[src/pwt_pkg.sv]
// Functional notes
// - Count register is read/writable; writes land one cycle later (sync) or two (async).
// - Compare matches only when counting into a value, never from software writes.
// - Matches on compare A and B set their flags after one synchronising cycle.
// - With clear-on-top, top match clears count and sets overflow flag after sync delay.
// - PLL status bits 7..3 always read zero.
// - Fast clock select bit 2 picks fast tick source, else core clock.
// - Fast clock select can be set only while PLL start bit is set.
// - PLL start bit 1 starts PLL; reads one when PLL is system clock.
// - Lock indicator bit 0 sets after the worst-case lock time.
// - PWM mode gives dual 8-bit glitch-free generator with true and inverted outputs.
// - Pair outputs never high together; non-overlap one prescaled cycle.
// - Edges delayed one source clock; rising edges also one prescaled cycle.
// - PWM count runs 00 to top then restarts; top match sets overflow flag.
// - Mode 01: true clears on match, sets at 01; inverted sets after match, clears at 00.
// - Mode 00 disconnects pair; 10 true only; 11 true set after match, clear at 00.
// - PWM-mode compare writes go to holding register, moved in at top match.
// - Compare reads return the held value while a transfer is pending.
// - Compare at 00 or top holds outputs static per mode.
// - Flags set as in normal mode; interrupt needs flag, own enable, global enable.
// - PWM frequency is prescaled clock divided by top plus one.
// - PWM enable bits select PWM mode; count returns to 00 after top match.
// - Clock select 0 stops; codes 1..15 divide source by 1 to 16384.
package pwt_pkg;
   // ---------------------------------------------------------------
   // Register indexes (byte address is four times the index)
   // ---------------------------------------------------------------
   localparam logic [5:0] IDX_PLL_STATUS = 6'h29;
   localparam logic [5:0] IDX_TOP = 6'h2b;
   localparam logic [5:0] IDX_CMP_B = 6'h2c;
   localparam logic [5:0] IDX_CMP_A = 6'h2d;
   localparam logic [5:0] IDX_COUNT = 6'h2e;
   localparam logic [5:0] IDX_CTRL_B = 6'h2f;
   localparam logic [5:0] IDX_CTRL_A = 6'h30;
   localparam logic [5:0] IDX_FLAGS = 6'h38;
   localparam logic [5:0] IDX_INT_EN = 6'h39;
   // ---------------------------------------------------------------
   // Field positions
   // ---------------------------------------------------------------
   localparam int POS_LOCK = 0;
   localparam int POS_PLL_START = 1;
   localparam int POS_FAST_SEL = 2;
   localparam int POS_PWM_B = 0;
   localparam int POS_PWM_A = 1;
   localparam int POS_MODE_B = 4;
   localparam int POS_MODE_A = 6;
   localparam int POS_CS = 0;
   localparam int POS_PSC_RST = 6;
   localparam int POS_CLR_TOP = 7;
   localparam int POS_OVF = 0;
   localparam int POS_CMP_B = 1;
   localparam int POS_CMP_A = 2;
   localparam int POS_GIE = 7;
   // ---------------------------------------------------------------
   // Reset values and encodings
   // ---------------------------------------------------------------
   localparam logic [7:0] RST_BYTE = 8'h00;
   localparam logic [7:0] RST_TOP = 8'hff;
   localparam logic [1:0] MODE_OFF = 2'h0;
   localparam logic [1:0] MODE_PAIR = 2'h1;
   localparam logic [1:0] MODE_TRUE = 2'h2;
   localparam logic [1:0] MODE_INV = 2'h3;
   localparam logic [1:0] RESP_OKAY = 2'h0;
   localparam logic [1:0] RESP_SLVERR = 2'h2;
   localparam logic [1:0] WR_DLY_SYNC = 2'h1;
   localparam logic [1:0] WR_DLY_ASYNC = 2'h2;
   // ---------------------------------------------------------------
   // Timing
   // ---------------------------------------------------------------
   localparam int CLK_PERIOD_PS = 25000;
   localparam int PLL_LOCK_US = 100;
   localparam int PLL_LOCK_CYCLES = (PLL_LOCK_US * 1000000) / CLK_PERIOD_PS;
   localparam logic [11:0] PLL_LOCK_CNT = 12'(PLL_LOCK_CYCLES);
   // ---------------------------------------------------------------
   // Carriers
   // ---------------------------------------------------------------
   typedef struct packed {
      logic a_true;
      logic a_inv;
      logic b_true;
      logic b_inv;
   } pwt_pins_t;
   typedef struct packed {
      logic [7:0] addr;
      logic [31:0] data;
      logic [3:0] strb;
   } pwt_wreq_t;
endpackage

[src/pwt_timer.sv]
// The AXI4-Lite slave port is this design's own decision.
`timescale 1ns/1ps
module pwt_timer (
   input wire logic clk_sys,
   input wire logic rst,
   input wire logic fast_clk_tick,
   input wire logic pll_sys_source,
   input wire logic [7:0] s_axi_awaddr,
   input wire logic s_axi_awvalid,
   output logic s_axi_awready,
   input wire logic [31:0] s_axi_wdata,
   input wire logic [3:0] s_axi_wstrb,
   input wire logic s_axi_wvalid,
   output logic s_axi_wready,
   output logic [1:0] s_axi_bresp,
   output logic s_axi_bvalid,
   input wire logic s_axi_bready,
   input wire logic [7:0] s_axi_araddr,
   input wire logic s_axi_arvalid,
   output logic s_axi_arready,
   output logic [31:0] s_axi_rdata,
   output logic [1:0] s_axi_rresp,
   output logic s_axi_rvalid,
   input wire logic s_axi_rready,
   output pwt_pkg::pwt_pins_t pin_level,
   output pwt_pkg::pwt_pins_t pin_oe,
   output logic irq_request
);
   import pwt_pkg::*;

   // ---------------------------------------------------------------
   // Bus slave
   // ---------------------------------------------------------------
   logic aw_full, w_full;
   logic [7:0] aw_addr;
   logic [31:0] w_data;
   logic [3:0] w_strb;
   pwt_wreq_t wreq;
   logic do_write, wr_hit;
   logic [5:0] wr_idx;
   logic [7:0] wr_byte;

   assign s_axi_awready = !aw_full && !s_axi_bvalid;
   assign s_axi_wready = !w_full && !s_axi_bvalid;
   assign do_write = aw_full && w_full && !s_axi_bvalid;
   assign wreq = '{addr: aw_addr, data: w_data, strb: w_strb};
   assign wr_idx = wreq.addr[7:2];
   assign wr_byte = wreq.data[7:0];

   always_ff @(posedge clk_sys or posedge rst) begin
      if (rst) begin
         aw_full <= 1'b0;
         w_full <= 1'b0;
         aw_addr <= 8'h00;
         w_data <= 32'h0000_0000;
         w_strb <= 4'h0;
      end else begin
         if (s_axi_awvalid && s_axi_awready) begin
            aw_full <= 1'b1;
            aw_addr <= s_axi_awaddr;
         end else if (do_write) begin
            aw_full <= 1'b0;
         end
         if (s_axi_wvalid && s_axi_wready) begin
            w_full <= 1'b1;
            w_data <= s_axi_wdata;
            w_strb <= s_axi_wstrb;
         end else if (do_write) begin
            w_full <= 1'b0;
         end
      end
   end

   always_comb begin
      case (wr_idx)
         IDX_PLL_STATUS, IDX_TOP, IDX_CMP_B, IDX_CMP_A, IDX_COUNT,
         IDX_CTRL_B, IDX_CTRL_A, IDX_FLAGS, IDX_INT_EN: wr_hit = 1'b1;
         default: wr_hit = 1'b0;
      endcase
   end

   always_ff @(posedge clk_sys or posedge rst) begin
      if (rst) begin
         s_axi_bvalid <= 1'b0;
         s_axi_bresp <= RESP_OKAY;
      end else if (do_write) begin
         s_axi_bvalid <= 1'b1;
         s_axi_bresp <= wr_hit ? RESP_OKAY : RESP_SLVERR;
      end else if (s_axi_bready) begin
         s_axi_bvalid <= 1'b0;
      end
   end

   // Only the low byte lane carries register data
   function automatic logic wr_to(input logic [5:0] idx);
      wr_to = do_write && wr_idx == idx && wreq.strb[0];
   endfunction

   // ---------------------------------------------------------------
   // Control registers
   // ---------------------------------------------------------------
   logic [7:0] ctrl_a, int_en, top;
   logic [3:0] clk_sel;
   logic clear_top, pll_start, fast_sel, lock;
   logic [11:0] lock_cnt;
   logic pwm_any, pll_start_eff;
   logic [1:0] mode_a, mode_b;

   assign mode_a = ctrl_a[POS_MODE_A +: 2];
   assign mode_b = ctrl_a[POS_MODE_B +: 2];
   assign pwm_any = ctrl_a[POS_PWM_A] || ctrl_a[POS_PWM_B];
   assign pll_start_eff = pll_start || pll_sys_source;

   always_ff @(posedge clk_sys or posedge rst) begin
      if (rst) begin
         ctrl_a <= RST_BYTE;
         int_en <= RST_BYTE;
         top <= RST_TOP;
         clk_sel <= 4'h0;
         clear_top <= 1'b0;
      end else begin
         if (wr_to(IDX_CTRL_A)) ctrl_a <= wr_byte;
         if (wr_to(IDX_INT_EN)) int_en <= wr_byte;
         if (wr_to(IDX_TOP)) top <= wr_byte;
         if (wr_to(IDX_CTRL_B)) begin
            clk_sel <= wr_byte[POS_CS +: 4];
            clear_top <= wr_byte[POS_CLR_TOP];
         end
      end
   end

   // ---------------------------------------------------------------
   // PLL start, lock and clock select
   // ---------------------------------------------------------------
   always_ff @(posedge clk_sys or posedge rst) begin
      if (rst) begin
         pll_start <= 1'b0;
         fast_sel <= 1'b0;
      end else if (wr_to(IDX_PLL_STATUS)) begin
         pll_start <= wr_byte[POS_PLL_START];
         fast_sel <= wr_byte[POS_FAST_SEL] && (wr_byte[POS_PLL_START] || pll_sys_source);
      end else if (!pll_start_eff) begin
         fast_sel <= 1'b0;
      end
   end

   // Lock model counts the worst case so software never sees an early lock
   always_ff @(posedge clk_sys or posedge rst) begin
      if (rst) begin
         lock_cnt <= 12'h000;
         lock <= 1'b0;
      end else if (!pll_start_eff) begin
         lock_cnt <= 12'h000;
         lock <= 1'b0;
      end else if (lock_cnt == PLL_LOCK_CNT - 12'h001) begin
         lock <= 1'b1;
      end else begin
         lock_cnt <= lock_cnt + 12'h001;
      end
   end

   // ---------------------------------------------------------------
   // Prescaler
   // ---------------------------------------------------------------
   logic src_tick, tick;
   logic [13:0] presc, presc_mask;

   assign src_tick = fast_sel ? fast_clk_tick : 1'b1;
   assign presc_mask = (14'h0001 << (clk_sel - 4'h1)) - 14'h0001;
   assign tick = src_tick && clk_sel != 4'h0 && (presc & presc_mask) == presc_mask;

   always_ff @(posedge clk_sys or posedge rst) begin
      if (rst) begin
         presc <= 14'h0000;
      end else if (wr_to(IDX_CTRL_B) && wr_byte[POS_PSC_RST]) begin
         presc <= 14'h0000;
      end else if (src_tick) begin
         presc <= presc + 14'h0001;
      end
   end

   // ---------------------------------------------------------------
   // Counter
   // ---------------------------------------------------------------
   logic [7:0] cnt, next_cnt, wr_val;
   logic [1:0] wr_dly;
   logic wrap, top_hit, a_hit, b_hit, ovf_hit;
   logic [7:0] act_a, act_b, hold_a, hold_b;

   assign wrap = cnt == top && (clear_top || pwm_any);
   assign next_cnt = wrap ? 8'h00 : cnt + 8'h01;
   // Only counting steps compare, so software writes never match
   assign top_hit = tick && wr_dly != WR_DLY_SYNC && next_cnt == top;
   assign a_hit = tick && wr_dly != WR_DLY_SYNC && next_cnt == act_a;
   assign b_hit = tick && wr_dly != WR_DLY_SYNC && next_cnt == act_b;
   // Top only counts as overflow when it really ends the count
   assign ovf_hit = top_hit && (clear_top || pwm_any) || tick && wr_dly != WR_DLY_SYNC && cnt == 8'hff && !wrap;

   always_ff @(posedge clk_sys or posedge rst) begin
      if (rst) begin
         wr_dly <= 2'h0;
         wr_val <= 8'h00;
      end else if (wr_to(IDX_COUNT)) begin
         wr_dly <= fast_sel ? WR_DLY_ASYNC : WR_DLY_SYNC;
         wr_val <= wr_byte;
      end else if (wr_dly != 2'h0) begin
         wr_dly <= wr_dly - 2'h1;
      end
   end

   always_ff @(posedge clk_sys or posedge rst) begin
      if (rst) begin
         cnt <= 8'h00;
      end else if (wr_dly == WR_DLY_SYNC) begin
         cnt <= wr_val;
      end else if (tick) begin
         cnt <= next_cnt;
      end
   end

   // ---------------------------------------------------------------
   // Compare values with PWM holding stage
   // ---------------------------------------------------------------
   logic pend_a, pend_b;

   always_ff @(posedge clk_sys or posedge rst) begin
      if (rst) begin
         act_a <= RST_BYTE;
         act_b <= RST_BYTE;
         hold_a <= RST_BYTE;
         hold_b <= RST_BYTE;
         pend_a <= 1'b0;
         pend_b <= 1'b0;
      end else begin
         if (wr_to(IDX_CMP_A)) begin
            hold_a <= wr_byte;
            pend_a <= pwm_any;
            if (!pwm_any) act_a <= wr_byte;
         end else if (pend_a && top_hit) begin
            act_a <= hold_a;
            pend_a <= 1'b0;
         end
         if (wr_to(IDX_CMP_B)) begin
            hold_b <= wr_byte;
            pend_b <= pwm_any;
            if (!pwm_any) act_b <= wr_byte;
         end else if (pend_b && top_hit) begin
            act_b <= hold_b;
            pend_b <= 1'b0;
         end
      end
   end

   // ---------------------------------------------------------------
   // Flags and interrupt request
   // ---------------------------------------------------------------
   logic [2:0] match_q, flags;
   logic [2:0] flag_clr;

   assign flag_clr = wr_to(IDX_FLAGS) ? wr_byte[2:0] : 3'h0;

   always_ff @(posedge clk_sys or posedge rst) begin
      if (rst) begin
         match_q <= 3'h0;
         flags <= 3'h0;
      end else begin
         // One cycle of synchronisation before the flags see a match
         match_q <= {a_hit, b_hit, ovf_hit};
         flags <= (flags & ~flag_clr) | match_q;
      end
   end

   assign irq_request = int_en[POS_GIE] && |(flags & int_en[2:0]);

   // ---------------------------------------------------------------
   // PWM waveform and dead time
   // ---------------------------------------------------------------
   logic [1:0] pwm_en;
   logic [1:0] lvl_true, lvl_inv, out_true, out_inv, oe_true, oe_inv;
   logic [7:0] act_x [2];
   logic [1:0] mode_x [2];

   assign pwm_en = {ctrl_a[POS_PWM_A], ctrl_a[POS_PWM_B]};
   assign act_x[1] = act_a;
   assign act_x[0] = act_b;
   assign mode_x[1] = mode_a;
   assign mode_x[0] = mode_b;

   genvar ch;
   generate
      for (ch = 0; ch < 2; ch++) begin : g_chan
         logic base, comp, q_true, q_inv;
         // Windows leave count==cmp and count==00 low on both: one prescaled gap
         always_comb begin
            if (act_x[ch] == 8'h00) begin
               base = 1'b0;
               comp = 1'b1;
            end else if (act_x[ch] == top) begin
               base = 1'b1;
               comp = 1'b0;
            end else begin
               base = cnt >= 8'h01 && cnt < act_x[ch];
               comp = cnt > act_x[ch];
            end
         end
         assign lvl_true[ch] = (mode_x[ch] == MODE_INV) ? comp : base;
         assign lvl_inv[ch] = comp;
         // Edges follow one source clock after the count moves
         always_ff @(posedge clk_sys or posedge rst) begin
            if (rst) begin
               q_true <= 1'b0;
               q_inv <= 1'b0;
            end else if (!pwm_en[ch]) begin
               q_true <= 1'b0;
               q_inv <= 1'b0;
            end else if (src_tick) begin
               q_true <= lvl_true[ch];
               q_inv <= lvl_inv[ch];
            end
         end
         assign out_true[ch] = q_true;
         assign out_inv[ch] = q_inv;
         assign oe_true[ch] = pwm_en[ch] && mode_x[ch] != MODE_OFF;
         assign oe_inv[ch] = pwm_en[ch] && mode_x[ch] == MODE_PAIR;
      end
   endgenerate

   assign pin_level = '{a_true: out_true[1] && oe_true[1], a_inv: out_inv[1] && oe_inv[1],
                        b_true: out_true[0] && oe_true[0], b_inv: out_inv[0] && oe_inv[0]};
   assign pin_oe = '{a_true: oe_true[1], a_inv: oe_inv[1], b_true: oe_true[0], b_inv: oe_inv[0]};

   // ---------------------------------------------------------------
   // Read path
   // ---------------------------------------------------------------
   logic [7:0] rd_byte;
   logic rd_hit;

   assign s_axi_arready = !s_axi_rvalid;

   always_comb begin
      rd_hit = 1'b1;
      case (s_axi_araddr[7:2])
         IDX_PLL_STATUS: rd_byte = {5'h00, fast_sel, pll_start_eff, lock};
         IDX_TOP: rd_byte = top;
         IDX_CMP_B: rd_byte = pend_b ? hold_b : act_b;
         IDX_CMP_A: rd_byte = pend_a ? hold_a : act_a;
         IDX_COUNT: rd_byte = cnt;
         IDX_CTRL_B: rd_byte = {clear_top, 3'h0, clk_sel};
         IDX_CTRL_A: rd_byte = ctrl_a;
         IDX_FLAGS: rd_byte = {5'h00, flags};
         IDX_INT_EN: rd_byte = int_en;
         default: begin
            rd_byte = 8'h00;
            rd_hit = 1'b0;
         end
      endcase
   end

   always_ff @(posedge clk_sys or posedge rst) begin
      if (rst) begin
         s_axi_rvalid <= 1'b0;
         s_axi_rdata <= 32'h0000_0000;
         s_axi_rresp <= RESP_OKAY;
      end else if (s_axi_arvalid && s_axi_arready) begin
         s_axi_rvalid <= 1'b1;
         s_axi_rdata <= {24'h000000, rd_byte};
         s_axi_rresp <= rd_hit ? RESP_OKAY : RESP_SLVERR;
      end else if (s_axi_rready) begin
         s_axi_rvalid <= 1'b0;
      end
   end
endmodule

[config.mk]
export PLATFORM = sky130hd
export DESIGN_NAME = pwt_timer
export DESIGN_NICKNAME = d
export VERILOG_FILES = /design/src/pwt_pkg.sv /design/src/pwt_timer.sv
export SDC_FILE = /design/constraint.sdc
export NUM_CORES = 1
export LEC_CHECK = 0
export BUFFER_PORTS_ARGS = -buffer_cell sky130_fd_sc_hd__buf_2
export CAP_MARGIN = 10
export CORE_ASPECT_RATIO = 1.25
export CORE_MARGIN = 3
export CORE_UTILIZATION = 41
export CTS_CLUSTER_SIZE = 24
export DETAILED_ROUTE_END_ITERATION = 10
export PLACE_DENSITY = 0.56
export SETUP_SLACK_MARGIN = 0.15
export SKIP_CTS_REPAIR_TIMING = 1
export SYNTH_ARGS = -nofsm -noshare
export SYNTH_HDL_FRONTEND = slang
export SYNTH_SLANG_ARGS = --single-unit
[constraint.sdc]
create_clock -name clk_sys -period 7.2 [get_ports clk_sys]
set_clock_uncertainty 0.05 [all_clocks]
set_input_delay 1.44 -clock clk_sys [delete_from_list [all_inputs] [get_ports clk_sys]]
set_output_delay 1.44 -clock clk_sys [all_outputs]
set_load 0.02 [all_outputs]
==> impl_metrics.ini <==
[run_status]
status = finished clean

[floorplanning]
core_sq_mm = 0.0212
ios = 111
die-area_sq_mm = 0.0237
die_h_um = 171
num_rows = 59
dieWidth_um = 138
initial_core_util = 0.423

[critical_path]
cp.required_ns = 7.46
crit_path_end_kind = flop
arrival_ns = 4.31
critPathMaxFanout = 11
crit_start = fast_clk_tick
rrSetupSlack_ns = 3.18
startpoint_type = input pin
critPathKind = in2reg
rr_startpoint = clk_sel[3]$_DFFE_PP0P_
crit_path_end = act_b[6]$_DFFE_PP0P_
worstPathCellList = buf_2 > nand2b_1 > o211ai_1 > nor2_1 > o2111ai_1 > nor4_2 > buf_4 > nor2b_1 > a32oi_4 > mux2_1
r2r-end = act_b[6]$_DFFE_PP0P_
slowest_delay_ns = 0.73
slowest_stage = nor2b_1
r2r_cells = 13

[min_path]
holdPathStages = 1
hold_path.class = reg2reg
min_from = match_q[0]$_DFF_PP0_

[job]
cap_viol_max_count = 0

[pwr]
intPower_mw = 2.04
p_leak_nw = 4.63
power_mw = 3.32
ir_drop_mv = 0.169
p_sw_mw = 1.28
p_seq_frac = 0.423
swShare = 0.386
power_density_mw_per_mm2 = 335
combPwrFrac = 0.287
clockPowerShare = 0.290

[cells_and_area]
finalNonFillerCells = 1219
syn_to_final_growth_pct = 10.5
multi_input_area_sq_mm = 0.00479
final_cell_mix = 141 x dfrtp_1, 85 x mux2_2, 84 x nor2_1
stdcell_area_sq_mm = 0.00992
finish.net_count = 1017
final_common_cell = dfrtp_1
fillers = 2040
final_layout_size_suffix_gt1_frac = 0.215
diodes = 0
final_util = 0.468
seq_area_sq_mm = 0.00374

[global_routing]
grt_pass1_vias = 6565
antenna_found_initial = 1
grt_max_degree = 88
grt_pass1_wl_mm = 37.5
track_usage = 0.201
grt-ovfl-total = 0

[cts]
cts_max_path_buffers = 2
cts-root-buf = clkbuf_16
h-tree-depth = 4
clkSlewWorstSetupHoldPaths_ns = 0.07
clkLatencyLatePin_ns = 0.43
clock_sinks = 149
cts_tree = built
cts_buffers = 17

[synthesis]
synth_edf_count = 0
ys_types = 76
yosysWarnings = 0
synth-main-ff-cell = dfrtp_1
avgSynthCellArea_sq_um = 9.86
ys_ff_latch = 149
synth_area_sq_mm = 0.00897
synthArstFlopShare = 1.00
yosysSeqAreaShare = 0.417
synth_cells = 910

[timing]
worstMarginPinSlew_ns = 1.11
max_freq_mhz = 247
hold_viol_final = 0
finalCritPeriodShare = 0.562
slew_headroom = 0.257
fin_crit_ns = 4.04
tns_ns = 0
maxSlewViolCount = 0
rsz0062_at_grt = false
setup_viol = 0

[placement]
place_area_sq_mm = 0.00928
io_buffer_count = 53
detailed_place_hpwl_mm = 16.9
post-place-cells = 1187
gp_congestion = 0.879

[detailed_routing]
ant_nets = 0
wirelength_mm = 23.6
dr.pass1.iters = 8
drt-initial-drc-count = 350
via_per_inst = 5.57
wire_per_inst_um = 19.4
vias = 6786
drc = 0
-- power by group through the flow --
stage               registers [mW]  logic (mW)  clock network [mW]
global placement              1.41       0.939                   0
floorplan                     1.18       0.865                   0
finish                        1.40       0.952               0.963
global route                  1.44        1.06                1.02
CTS                           1.40       0.955               0.978
detailed placement            1.41       0.952                   0
-- metrics by stage --
stage | hold slack [ns] | worst slack (ns)
floorplan | 0.354 | 1.72
global placement | 0.371 | 2.77
detailed placement | 0.377 | 2.76
CTS | 0.393 | 3.19
global route | 0.425 | 2.90
finish | 0.388 | 3.16
-- metal layers --
metal	GRT usage	wire [um]	up-vias
met3	0.0328	963	50
met1	0.263	10500	3317
li1	-	-	3230
met4	0.0825	782	2
met2	0.335	11400	187
met5	0	15	-
-- layout make-up --
cell class | instances | area share
flip-flops and latches | 149 | 0.377
multi-input cells | 677 | 0.483
clock buffers | 17 | 0.0429
clock inverters | 15 | 0.0208
inverters | 29 | 0.0115
repair buffers | 58 | 0.0305
well taps | 274 | 0.0346
-- kinds of logic after synthesis --
| kind of cell | share of synthesized area |
|---|---|
| multiplexers | 0.138 |
| AO/OA/AOI/OAI | 0.119 |
| XOR/XNOR | 0.0651 |
| buffers and inverters | 0.0619 |
| flip-flops | 0.417 |
| AND/OR/NAND/NOR | 0.166 |
| adder cells (fa/ha/maj) | 0.0335 |
| other | 0.000418 |
-- worst min-delay path by stage --
stage | end
finish | flags[0]$_DFF_PP0_
global route | flags[0]$_DFF_PP0_
CTS | flags[0]$_DFF_PP0_
detailed placement | flags[0]$_DFF_PP0_
global placement | flags[0]$_DFF_PP0_
floorplan | flags[0]$_DFF_PP0_
-- synthesized netlist by cell type (all sizes together), types with 3 or more instances --
cell,n,share of area
a31oi,8,0.0056
dfstp,8,0.023
a21o,9,0.0075
nor4b,3,0.0029
nor4,18,0.016
o211ai,5,0.0042
o22ai,11,0.0077
nand2,64,0.027
xor2,36,0.037
o2111ai,4,0.0039
clkbuf,41,0.017
nor2,85,0.036
xnor2,29,0.028
nor2b,9,0.0063
nand4,18,0.013
and2,9,0.0063
ha,24,0.033
mux2i,27,0.030
o21ai,45,0.025
nand3b,5,0.0056
inv,29,0.012
o32ai,5,0.0049
o21a,3,0.0025
mux2,86,0.11
and4,4,0.0042
dfrtp,141,0.39
nand2b,11,0.0077
nand3,21,0.012
a211oi,3,0.0025
buf,39,0.033
a21oi,46,0.026
or3,4,0.0028
nor3,14,0.0084
and3,10,0.0070
-- worst max-delay path, delay by kind of cell --
kind / cells / cell delay, ns
compound gates: 3 / 0.66
buf+inv: 2 / 0.35
mux: 1 / 0.38
simple gates: 4 / 1.47
-- registers in the layout (all words and copies together), names as in the netlist, 8 cells and up --
name,cells
lock_cnt,12
ctrl_a,8
hold_a,8
hold_b,8
presc,14
act_a,8
wr_val,8
w_data,8
act_b,8
s_axi_rdata,8
top,8
int_en,8
cnt,8
(Power assumes the default switching activity.)
